$ cat src/include/rtsg_consts.svh
`ifndef RTSG_CONSTS_SVH
`define RTSG_CONSTS_SVH

// Clock and timing
`define RTSG_CLK_HZ 40000000
`define RTSG_BIT_RATE 40000
`define RTSG_MS_PER_S 1000
`define RTSG_COINC_WIN 8
`define RTSG_BURST_MS_STEP 2

// Sequence memory
`define RTSG_SEQ_LEN 50
`define RTSG_AW 6
`define RTSG_SEQ_INIT 50'h2b6d91e3ca5f0

// Register byte offsets
`define RTSG_OFF_CTRL 8'h00
`define RTSG_OFF_FINE 8'h04
`define RTSG_OFF_DHALF 8'h08
`define RTSG_OFF_STAT 8'h0c

// Control register fields
`define RTSG_CTRL_MODE 1:0
`define RTSG_CTRL_LINK 3:2
`define RTSG_CTRL_FMT 5:4
`define RTSG_CTRL_EN 6
`define RTSG_CTRL_W 7

// Status register fields
`define RTSG_STAT_ALIGN 0
`define RTSG_STAT_GATE 1
`define RTSG_STAT_PEND 2
`define RTSG_STAT_ADDR 13:8
`define RTSG_STAT_PRESET 21:16

// Field widths and reset values
`define RTSG_FINE_W 8
`define RTSG_DHALF_W 16
`define RTSG_CTRL_RST 7'h00
`define RTSG_FINE_RST 8'h00
`define RTSG_DHALF_RST 16'h4e20

`endif

$ cat src/include/rtsg_pkg.sv
package rtsg_pkg;

	typedef enum logic [1:0] {
		RTSG_MOD_PSK = 2'h0,
		RTSG_MOD_PN = 2'h1,
		RTSG_MOD_BURST = 2'h2
	} rtsg_mode_e;

	typedef enum logic [1:0] {
		RTSG_LINK_FWD = 2'h0,
		RTSG_LINK_XPND = 2'h1,
		RTSG_LINK_RET = 2'h2
	} rtsg_link_e;

	typedef enum logic [0:0] {
		RTSG_AL_WAIT = 1'h0,
		RTSG_AL_RUN = 1'h1
	} rtsg_align_e;

endpackage

$ cat src/include/rtsg_seq_if.sv
`timescale 1ns/10ps
interface rtsg_seq_if #(parameter int AW = 6);
	logic tick;
	logic load;
	logic [AW-1:0] preset;
	logic seq_bit;
	logic [AW-1:0] addr;

	modport ctl (output tick, output load, output preset,
		input seq_bit, input addr);
	modport rom (input tick, input load, input preset,
		output seq_bit, output addr);
endinterface
$ cat src/hw/rtsg_seq_rom.sv
`timescale 1ns/10ps
`include "rtsg_consts.svh"
module rtsg_seq_rom #(
	parameter int LEN = `RTSG_SEQ_LEN,
	parameter int AW = `RTSG_AW,
	parameter logic [LEN-1:0] SEQ_INIT = `RTSG_SEQ_INIT
) (
	input wire logic pclk,
	input wire logic presetn,
	rtsg_seq_if.rom sq
);
	localparam logic [AW-1:0] LAST = AW'(LEN - 1);

	logic [LEN-1:0] rom_bits;
	logic [AW-1:0] addr_q;
	logic [AW-1:0] addr_d;
	logic bit_q;
	wire logic [AW-1:0] start_addr;
	wire logic [AW-1:0] step_addr;

	assign rom_bits = SEQ_INIT;
	// Out-of-range presets restart at the first bit
	assign start_addr = (sq.preset <= LAST) ? sq.preset : '0;
	assign step_addr = (addr_q == LAST) ? '0 : addr_q + 1'b1;
	assign addr_d = sq.load ? start_addr : step_addr;

	always_ff @(posedge pclk or negedge presetn) begin
		if (!presetn) begin
			addr_q <= '0;
			bit_q <= 1'b0;
		end else if (sq.tick) begin
			addr_q <= addr_d;
			bit_q <= rom_bits[addr_d];
		end
	end

	assign sq.addr = addr_q;
	assign sq.seq_bit = bit_q;
endmodule

$ cat src/hw/rtsg_top.sv
`timescale 1ns/10ps
`include "rtsg_consts.svh"
module rtsg_top #(
	parameter int LEN = `RTSG_SEQ_LEN,
	parameter int AW = `RTSG_AW,
	parameter int CYC_PER_MS = `RTSG_CLK_HZ / `RTSG_MS_PER_S,
	parameter int COINC_WIN = `RTSG_COINC_WIN
) (
	input wire logic pclk,
	input wire logic presetn,
	input wire logic [7:0] paddr,
	input wire logic psel,
	input wire logic penable,
	input wire logic pwrite,
	input wire logic [31:0] pwdata,
	output logic [31:0] prdata,
	output logic pready,
	output logic pslverr,
	input wire logic tone_20k,
	input wire logic tone_4k8,
	input wire logic tone_4k0,
	input wire logic [AW-1:0] preset_addr,
	input wire logic data_in,
	input wire logic pn_chip,
	output logic data_req,
	output logic i_chan,
	output logic q_chan,
	output logic tx_gate
);
	localparam int BIT_CYC = `RTSG_CLK_HZ / `RTSG_BIT_RATE;
	localparam int MSW = $clog2(CYC_PER_MS + 1);
	localparam int CWW = $clog2(COINC_WIN + 1);
	localparam logic [MSW-1:0] MS_LAST = MSW'(CYC_PER_MS - 1);
	localparam logic [CWW-1:0] WIN = CWW'(COINC_WIN);
	localparam logic [3:0] BSTEP = 4'(`RTSG_BURST_MS_STEP);

	////////////////////////////////////////////////////////////////
	// Register bus
	logic [`RTSG_CTRL_W-1:0] ctrl_q;
	logic [`RTSG_FINE_W-1:0] fine_q;
	logic [`RTSG_DHALF_W-1:0] dhalf_q;
	logic [31:0] prdata_q;
	logic pslverr_q;
	logic [31:0] stat_w;
	wire logic setup_ph;
	wire logic wr_acc;
	wire logic sel_ctrl;
	wire logic sel_fine;
	wire logic sel_dhalf;
	wire logic sel_stat;
	wire logic hit;
	logic [31:0] rd_mux;

	assign setup_ph = psel && !penable;
	assign wr_acc = psel && penable && pwrite;
	assign sel_ctrl = paddr == `RTSG_OFF_CTRL;
	assign sel_fine = paddr == `RTSG_OFF_FINE;
	assign sel_dhalf = paddr == `RTSG_OFF_DHALF;
	assign sel_stat = paddr == `RTSG_OFF_STAT;
	assign hit = sel_ctrl || sel_fine || sel_dhalf || sel_stat;
	assign rd_mux = sel_ctrl ? 32'(ctrl_q) :
		sel_fine ? 32'(fine_q) :
		sel_dhalf ? 32'(dhalf_q) :
		sel_stat ? stat_w : 32'h0000_0000;

	always_ff @(posedge pclk or negedge presetn) begin
		if (!presetn) begin
			prdata_q <= 32'h0000_0000;
			pslverr_q <= 1'b0;
		end else if (setup_ph) begin
			prdata_q <= pwrite ? 32'h0000_0000 : rd_mux;
			pslverr_q <= !hit || (pwrite && sel_stat);
		end
	end

	always_ff @(posedge pclk or negedge presetn) begin
		if (!presetn) begin
			ctrl_q <= `RTSG_CTRL_RST;
			fine_q <= `RTSG_FINE_RST;
			dhalf_q <= `RTSG_DHALF_RST;
		end else if (wr_acc) begin
			if (sel_ctrl)
				ctrl_q <= pwdata[`RTSG_CTRL_W-1:0];
			if (sel_fine)
				fine_q <= pwdata[`RTSG_FINE_W-1:0];
			if (sel_dhalf)
				dhalf_q <= pwdata[`RTSG_DHALF_W-1:0];
		end
	end

	assign pready = 1'b1;
	assign prdata = prdata_q;
	assign pslverr = pslverr_q && psel && penable;

	////////////////////////////////////////////////////////////////
	// Mode decode
	wire logic [1:0] mode_f;
	wire logic [1:0] link_f;
	wire logic [1:0] fmt_f;
	wire logic enable;
	wire logic mode_pn;
	wire logic mode_burst;
	wire logic link_on;

	assign mode_f = ctrl_q[`RTSG_CTRL_MODE];
	assign link_f = ctrl_q[`RTSG_CTRL_LINK];
	assign fmt_f = ctrl_q[`RTSG_CTRL_FMT];
	assign enable = ctrl_q[`RTSG_CTRL_EN];
	// Unused mode code falls back to plain phase shift
	assign mode_pn = mode_f == rtsg_pkg::RTSG_MOD_PN;
	assign mode_burst = mode_f == rtsg_pkg::RTSG_MOD_BURST;
	assign link_on = link_f != rtsg_pkg::RTSG_LINK_RET;

	////////////////////////////////////////////////////////////////
	// Tone crossing detection
	logic [2:0] tone_prev_q;
	wire logic [2:0] tone_now;
	wire logic [2:0] tone_rise;
	logic [2:0] recent;
	logic fired_q;
	wire logic coinc;
	wire logic edge_20k;

	assign tone_now = {tone_4k0, tone_4k8, tone_20k};
	assign tone_rise = tone_now & ~tone_prev_q;
	assign edge_20k = tone_now[0] ^ tone_prev_q[0];

	always_ff @(posedge pclk or negedge presetn) begin
		if (!presetn)
			tone_prev_q <= 3'h0;
		else
			tone_prev_q <= tone_now;
	end

	genvar gi;
	generate
		for (gi = 0; gi < 3; gi++) begin : g_age
			logic [CWW-1:0] age_q;
			always_ff @(posedge pclk or negedge presetn) begin
				if (!presetn)
					age_q <= '0;
				else if (tone_rise[gi])
					age_q <= WIN;
				else if (age_q != '0)
					age_q <= age_q - 1'b1;
			end
			assign recent[gi] = tone_rise[gi] || (age_q != '0);
		end
	endgenerate

	// Fire once per window in which all three tones crossed
	assign coinc = (&recent) && !fired_q;

	always_ff @(posedge pclk or negedge presetn) begin
		if (!presetn)
			fired_q <= 1'b0;
		else
			fired_q <= &recent;
	end

	////////////////////////////////////////////////////////////////
	// Bit clock with fine delay
	logic [`RTSG_FINE_W-1:0] fd_cnt_q;
	logic fd_busy_q;
	wire logic bit_tick;

	always_ff @(posedge pclk or negedge presetn) begin
		if (!presetn) begin
			fd_cnt_q <= '0;
			fd_busy_q <= 1'b0;
		end else if (edge_20k && fine_q != '0) begin
			fd_cnt_q <= fine_q;
			fd_busy_q <= 1'b1;
		end else if (fd_busy_q) begin
			fd_cnt_q <= fd_cnt_q - 1'b1;
			fd_busy_q <= fd_cnt_q != `RTSG_FINE_W'(1);
		end
	end

	// Both tone edges give twice the tone rate
	assign bit_tick = (edge_20k && fine_q == '0) ||
		(fd_busy_q && fd_cnt_q == `RTSG_FINE_W'(1));

	////////////////////////////////////////////////////////////////
	// Sequence alignment and memory
	rtsg_pkg::rtsg_align_e al_q;
	logic load_pend_q;

	rtsg_seq_if #(.AW(AW)) sq ();

	always_ff @(posedge pclk or negedge presetn) begin
		if (!presetn) begin
			load_pend_q <= 1'b0;
			al_q <= rtsg_pkg::RTSG_AL_WAIT;
		end else begin
			if (coinc)
				load_pend_q <= 1'b1;
			else if (bit_tick)
				load_pend_q <= 1'b0;
			case (al_q)
				rtsg_pkg::RTSG_AL_WAIT: begin
					if (bit_tick && load_pend_q)
						al_q <= rtsg_pkg::RTSG_AL_RUN;
				end
				rtsg_pkg::RTSG_AL_RUN: begin
					al_q <= rtsg_pkg::RTSG_AL_RUN;
				end
				default: begin
					al_q <= rtsg_pkg::RTSG_AL_WAIT;
				end
			endcase
		end
	end

	assign sq.tick = bit_tick;
	assign sq.load = load_pend_q;
	assign sq.preset = preset_addr;

	rtsg_seq_rom #(
		.LEN(LEN),
		.AW(AW)
	) u_rom (
		.pclk(pclk),
		.presetn(presetn),
		.sq(sq)
	);

	////////////////////////////////////////////////////////////////
	// Manchester data path
	logic [`RTSG_DHALF_W-1:0] half_cnt_q;
	logic half_ph_q;
	logic dbit_q;
	logic data_req_q;
	wire logic half_end;
	wire logic man_bit;

	assign half_end = half_cnt_q >= dhalf_q - 1'b1;

	always_ff @(posedge pclk or negedge presetn) begin
		if (!presetn) begin
			half_cnt_q <= '0;
			half_ph_q <= 1'b0;
			dbit_q <= 1'b0;
			data_req_q <= 1'b0;
		end else begin
			data_req_q <= 1'b0;
			if (!enable) begin
				half_cnt_q <= '0;
				half_ph_q <= 1'b0;
			end else if (half_end) begin
				half_cnt_q <= '0;
				half_ph_q <= !half_ph_q;
				if (half_ph_q) begin
					dbit_q <= data_in;
					data_req_q <= 1'b1;
				end
			end else begin
				half_cnt_q <= half_cnt_q + 1'b1;
			end
		end
	end

	// Outside PN mode, data passes uncoded apart from line coding
	assign man_bit = dbit_q ^ half_ph_q;

	////////////////////////////////////////////////////////////////
	// Burst gating
	logic [MSW-1:0] ms_cnt_q;
	logic [3:0] bms_q;
	logic gate_q;
	wire logic ms_tick;
	wire logic [3:0] burst_ms;

	assign ms_tick = ms_cnt_q == MS_LAST;
	assign burst_ms = 4'({2'h0, fmt_f} + 4'h1) * BSTEP;

	always_ff @(posedge pclk or negedge presetn) begin
		if (!presetn) begin
			ms_cnt_q <= '0;
			bms_q <= 4'h0;
			gate_q <= 1'b1;
		end else if (!mode_burst || !enable) begin
			ms_cnt_q <= '0;
			bms_q <= 4'h0;
			gate_q <= 1'b1;
		end else begin
			ms_cnt_q <= ms_tick ? '0 : ms_cnt_q + 1'b1;
			if (ms_tick) begin
				if (bms_q >= burst_ms - 4'h1) begin
					bms_q <= 4'h0;
					gate_q <= !gate_q;
				end else begin
					bms_q <= bms_q + 4'h1;
				end
			end
		end
	end

	////////////////////////////////////////////////////////////////
	// Output stage
	logic i_q;
	logic q_q;
	logic tx_q;
	wire logic aligned;

	assign aligned = al_q == rtsg_pkg::RTSG_AL_RUN;

	always_ff @(posedge pclk or negedge presetn) begin
		if (!presetn) begin
			i_q <= 1'b0;
			q_q <= 1'b0;
			tx_q <= 1'b0;
		end else begin
			i_q <= enable && (mode_pn ? (dbit_q ^ pn_chip) : man_bit);
			q_q <= enable && !mode_pn && aligned && sq.seq_bit;
			tx_q <= enable && link_on && gate_q;
		end
	end

	assign i_chan = i_q;
	assign q_chan = q_q;
	assign tx_gate = tx_q;
	assign data_req = data_req_q;

	assign stat_w = {8'h00, 2'h0, sq.preset, 2'h0, sq.addr,
		5'h00, load_pend_q, gate_q, aligned};

	// Unused in logic; documents the nominal tone-derived bit period
	localparam int NOMINAL_BIT_CYC = BIT_CYC;
endmodule

$ cat config.mk
export PLATFORM = sky130hd
export DESIGN_NAME = rtsg_top
export DESIGN_NICKNAME = d
export VERILOG_FILES = /design/src/include/rtsg_pkg.sv /design/src/include/rtsg_seq_if.sv /design/src/hw/rtsg_seq_rom.sv /design/src/hw/rtsg_top.sv
export VERILOG_INCLUDE_DIRS = /design/src /design/src/include
export SDC_FILE = /design/constraint.sdc
export NUM_CORES = 1
export LEC_CHECK = 0
export BUFFER_PORTS_ARGS = -buffer_cell sky130_fd_sc_hd__buf_4
export CAP_MARGIN = 20
export CORE_MARGIN = 10
export CORE_UTILIZATION = 58
export CTS_CLUSTER_DIAMETER = 120
export DETAILED_ROUTE_END_ITERATION = 10
export PLACE_DENSITY = 0.91
export RECOVER_POWER = 100
export SKIP_CTS_REPAIR_TIMING = 1
export SLEW_MARGIN = 5
export SYNTH_ARGS = -nofsm -noshare
export SYNTH_HDL_FRONTEND = slang
export SYNTH_SLANG_ARGS = --single-unit
$ cat constraint.sdc
create_clock -name pclk -period 3.9 [get_ports pclk]
set_input_delay 0.585 -clock pclk [delete_from_list [all_inputs] [get_ports pclk]]
set_output_delay 0.585 -clock pclk [all_outputs]
set_load 0.03 [all_outputs]
==> results.tsv <==
stage	metric	value	unit
cells_and_area	fill_cells	818	
worst_setup_path	crit_slowest_cell	or4_1	
worst_setup_path	r2r_start	dhalf_q[3]	
cells_and_area	multi_input_comb_area	0.00338	mm2
die	die_area	0.0168	mm2
timing	setup_viol	0	
yosys	synth.largest_area_cell	dfrtp_1	
yosys	synth_area_per_cell	10.1	um2
die	pin_count	94	
status	status	finished, violations left	
worst_setup_path	worst-path-max-fanout	16	
die	rows	39	
run	cap_violations	2	
worst_setup_path	cp_cell_sequence	nor4_2 -> nand2_1 -> or4_1 -> nor3_1 -> xnor2_1 -> ha_1 -> a21o_1 -> a21o_1 -> a21oi_1 -> o211ai_1 -> buf_4 -> nor2_1	
global_routing	antenna_found_initial	0	
worst_setup_path	arrival	3830	ps
worst_setup_path	max_stage_delay	560	ps
worst_setup_path	start_kind	flop	
worst_setup_path	crit_start	dhalf_q[3]	
cells_and_area	ff_latch_area	0.00329	mm2
hold_path	hold_class	in2async	
global_routing	grt_pass1_wl	29.2	mm
yosys	mappedNetlistArea	0.00696	mm2
yosys	yosysMostFrequentCell	dfrtp_1	
yosys	ys_seq_area_frac	0.472	
die	design.core.area	0.0116	mm2
timing	maxSlewHeadroom	-0.620	
power	power.density	513	mW/mm2
yosys	synth_commonest_cells	dfrtp_1, nand2_1, nor2_1, ha_1, inv_1	
global_routing	grt_max_degree	86	
worst_setup_path	crit_path_end_kind	flop	
yosys	ys_ff_latch	131	
power	power_leakage	3.76	nW
cells_and_area	drive_gt1_frac	0.127	
yosys	yosysUniqueCellTypes	58	
clocking	cts_tree	built	
timing	fin_crit	3480	ps
die	start_util	0.601	
yosys	synthTopCellsByArea	dfrtp_1, ha_1, xnor2_1	
cells_and_area	area_delta_synth_final	14.3	%
routing	drt_wl_total	17.7	mm
timing	finalSetupTns	0	ps
die	fp.dieH	130	um
yosys	synth-edff-count	0	
yosys	synthCells	689	
clocking	clk_pin_slew	50	ps
power	power.share.clock	0.375	
routing	antenna_left	0	
clocking	cts.htree.levels	4	
yosys	async_reset_ff_frac	1.00	
power	netSwitchingPower	1.22	mW
timing	clock_skew	6.47	ps
clocking	clockBufferDepth	2	
timing	worst_slew_pin_slew	2430	ps
global_routing	grt_usage	0.215	
yosys	ys_warn_count	0	
routing	drc	0	
routing	drt_iter0_drc	387	
worst_setup_path	crit_type	reg2reg	
routing	dr.pass1.iters	5	
timing	fin_crit_sh	0.893	
power	irDropWorstVdd	491	uV
worst_setup_path	crit_top_cell	a21o_1	
cells_and_area	diodes	0	
timing	finalHoldViolCount	0	
yosys	synth_ff_type	dfrtp_1	
power	p_sw_frac	0.299	
worst_setup_path	cp_data_required_time	4240	ps
clocking	root_buffer	clkbuf_16	
routing	drt-vias-per-instance	6.11	
global_routing	grt_pass1_vias	6046	
timing	rsz0062_at_grt	no	
yosys	synth.top_cell.area_share	0.450	
clocking	cts_buffers	17	
routing	vias	5591	
power	p_seq_frac	0.411	
die	dieWidth	130	um
status	violations	max-capacitance violations, max-slew violations	
clocking	clk-insertion-delay-late	420	ps
place	gp_routability_congestion	0.883	
timing	finalMaxSlewViolations	120	
timing	fmax	0.287	GHz
timing	holdWs	240	ps
global_routing	grt_overflow	0	
clocking	clock-sinks	131	
routing	wl_per_cell	19.3	um
power	power_frac_comb	0.214	
place	dp_hpwl	12.4	mm
power	p_int	2.86	mW
cells_and_area	final_nets	852	
place	io_buffers	66	
-- cell families after synthesis --
| family | share of synthesized area |
|---|---|
| AO/OA/AOI/OAI | 0.112 |
| XOR/XNOR | 0.0667 |
| adder cells (fa/ha/maj) | 0.0648 |
| buffers and inverters | 0.0416 |
| flip-flops | 0.472 |
| multiplexers | 0.0696 |
| other | 0.00108 |
| AND/OR/NAND/NOR | 0.172 |
-- critical path, delay by kind of cell (launching register included) --
kind            cells  cell delay (ps)
compound gates      4              900
flops               1              440
xor+xnor            1              150
fa+ha+maj           1              270
buf+inv             1              230
simple gates        5             1400
-- per-stage QoR --
stage	util	area (um2)	power [mW]	setup WS, ps	instances
5_1_grt	0.687	7950	4.27	153	915
4_1_cts	0.702	8120	4.08	463	913
3_3_place_gp	0.653	7550	2.45	669	882
3_5_place_dp	0.653	7550	2.54	503	882
2_1_floorplan	-	6990	2.28	809	698
6_report	0.687	7950	4.08	418	915
-- metal layers --
layer | track usage | vias to the layer above | part of all wire
li1 | - | 2532 | -
met1 | 0.252 | 2757 | 0.40
met2 | 0.368 | 247 | 0.50
met3 | 0.0587 | 55 | 0.071
met4 | 0.0886 | 0 | 0.027
met5 | 0 | - | 0
-- cell usage in the layout, fill, tap and decap left out, types with 6 or more instances in the layout --
cell type	netlist	layout
a31oi_1	7	7
a21oi_1	22	22
nand4_1	7	7
mux2_1	0	7
nor2b_1	9	9
clkbuf_8	0	6
clkbuf_16	0	17
nor2_1	64	64
mux2i_1	12	12
nand3_1	23	23
nor3_1	14	15
and3_1	13	13
xnor2_1	30	30
mux2_2	23	23
or3_1	9	9
dfstp_2	6	6
clkbuf_1	15	40
a21o_1	9	9
o21ai_0	24	30
a22o_1	10	10
conb_1	2	11
nand2b_1	10	10
buf_4	11	35
dfrtp_1	125	125
nand2_1	68	68
ha_1	36	36
xor2_1	23	23
inv_1	32	32
-- state kept, by name, summed over array words and instances, names as in the netlist, 3 cells and up --
| name | flops |
|---|---|
| tone_prev_q | 3 |
| prdata | 22 |
| fine_q | 8 |
| g_age.age_q | 12 |
| bms_q | 4 |
| u_rom.sq.addr | 6 |
| ms_cnt_q | 16 |
| half_cnt_q | 16 |
| ctrl_q | 7 |
| fd_cnt_q | 8 |
| dhalf_q | 16 |
-- cell type report --
class,count,area share
clock buffer,27,0.0658
inverter,32,0.0151
tap,143,0.0225
multi-input combinational,504,0.425
sequential,131,0.413
clock inverter,4,0.00567
timing repair buffer,74,0.0526
-- power groups by stage --
stage	clock network [mW]	registers, mW	logic (mW)
2_1_floorplan	0	1.64	0.644
3_3_place_gp	0	1.67	0.782
3_5_place_dp	0	1.69	0.856
4_1_cts	1.54	1.67	0.876
5_1_grt	1.59	1.69	0.986
6_report	1.53	1.67	0.874
-- path summary, 6_finish.rpt --
| check | end | slack [ps] | cells past startpoint |
|---|---|---|---|
| min reg2reg | load_pend_q | 470 | 1 |
| min in group pclk | tone_prev_q[2] | 300 | 1 |
| max reg2reg | half_cnt_q[15] | 420 | 12 |
| min | half_cnt_q[11] | 240 | 1 |
| max in group asynchronous | g_age[0].age_q[1] | 900 | 2 |
| max | half_cnt_q[15] | 420 | 12 |
No activity file was read; power rests on OpenSTA's default activity.
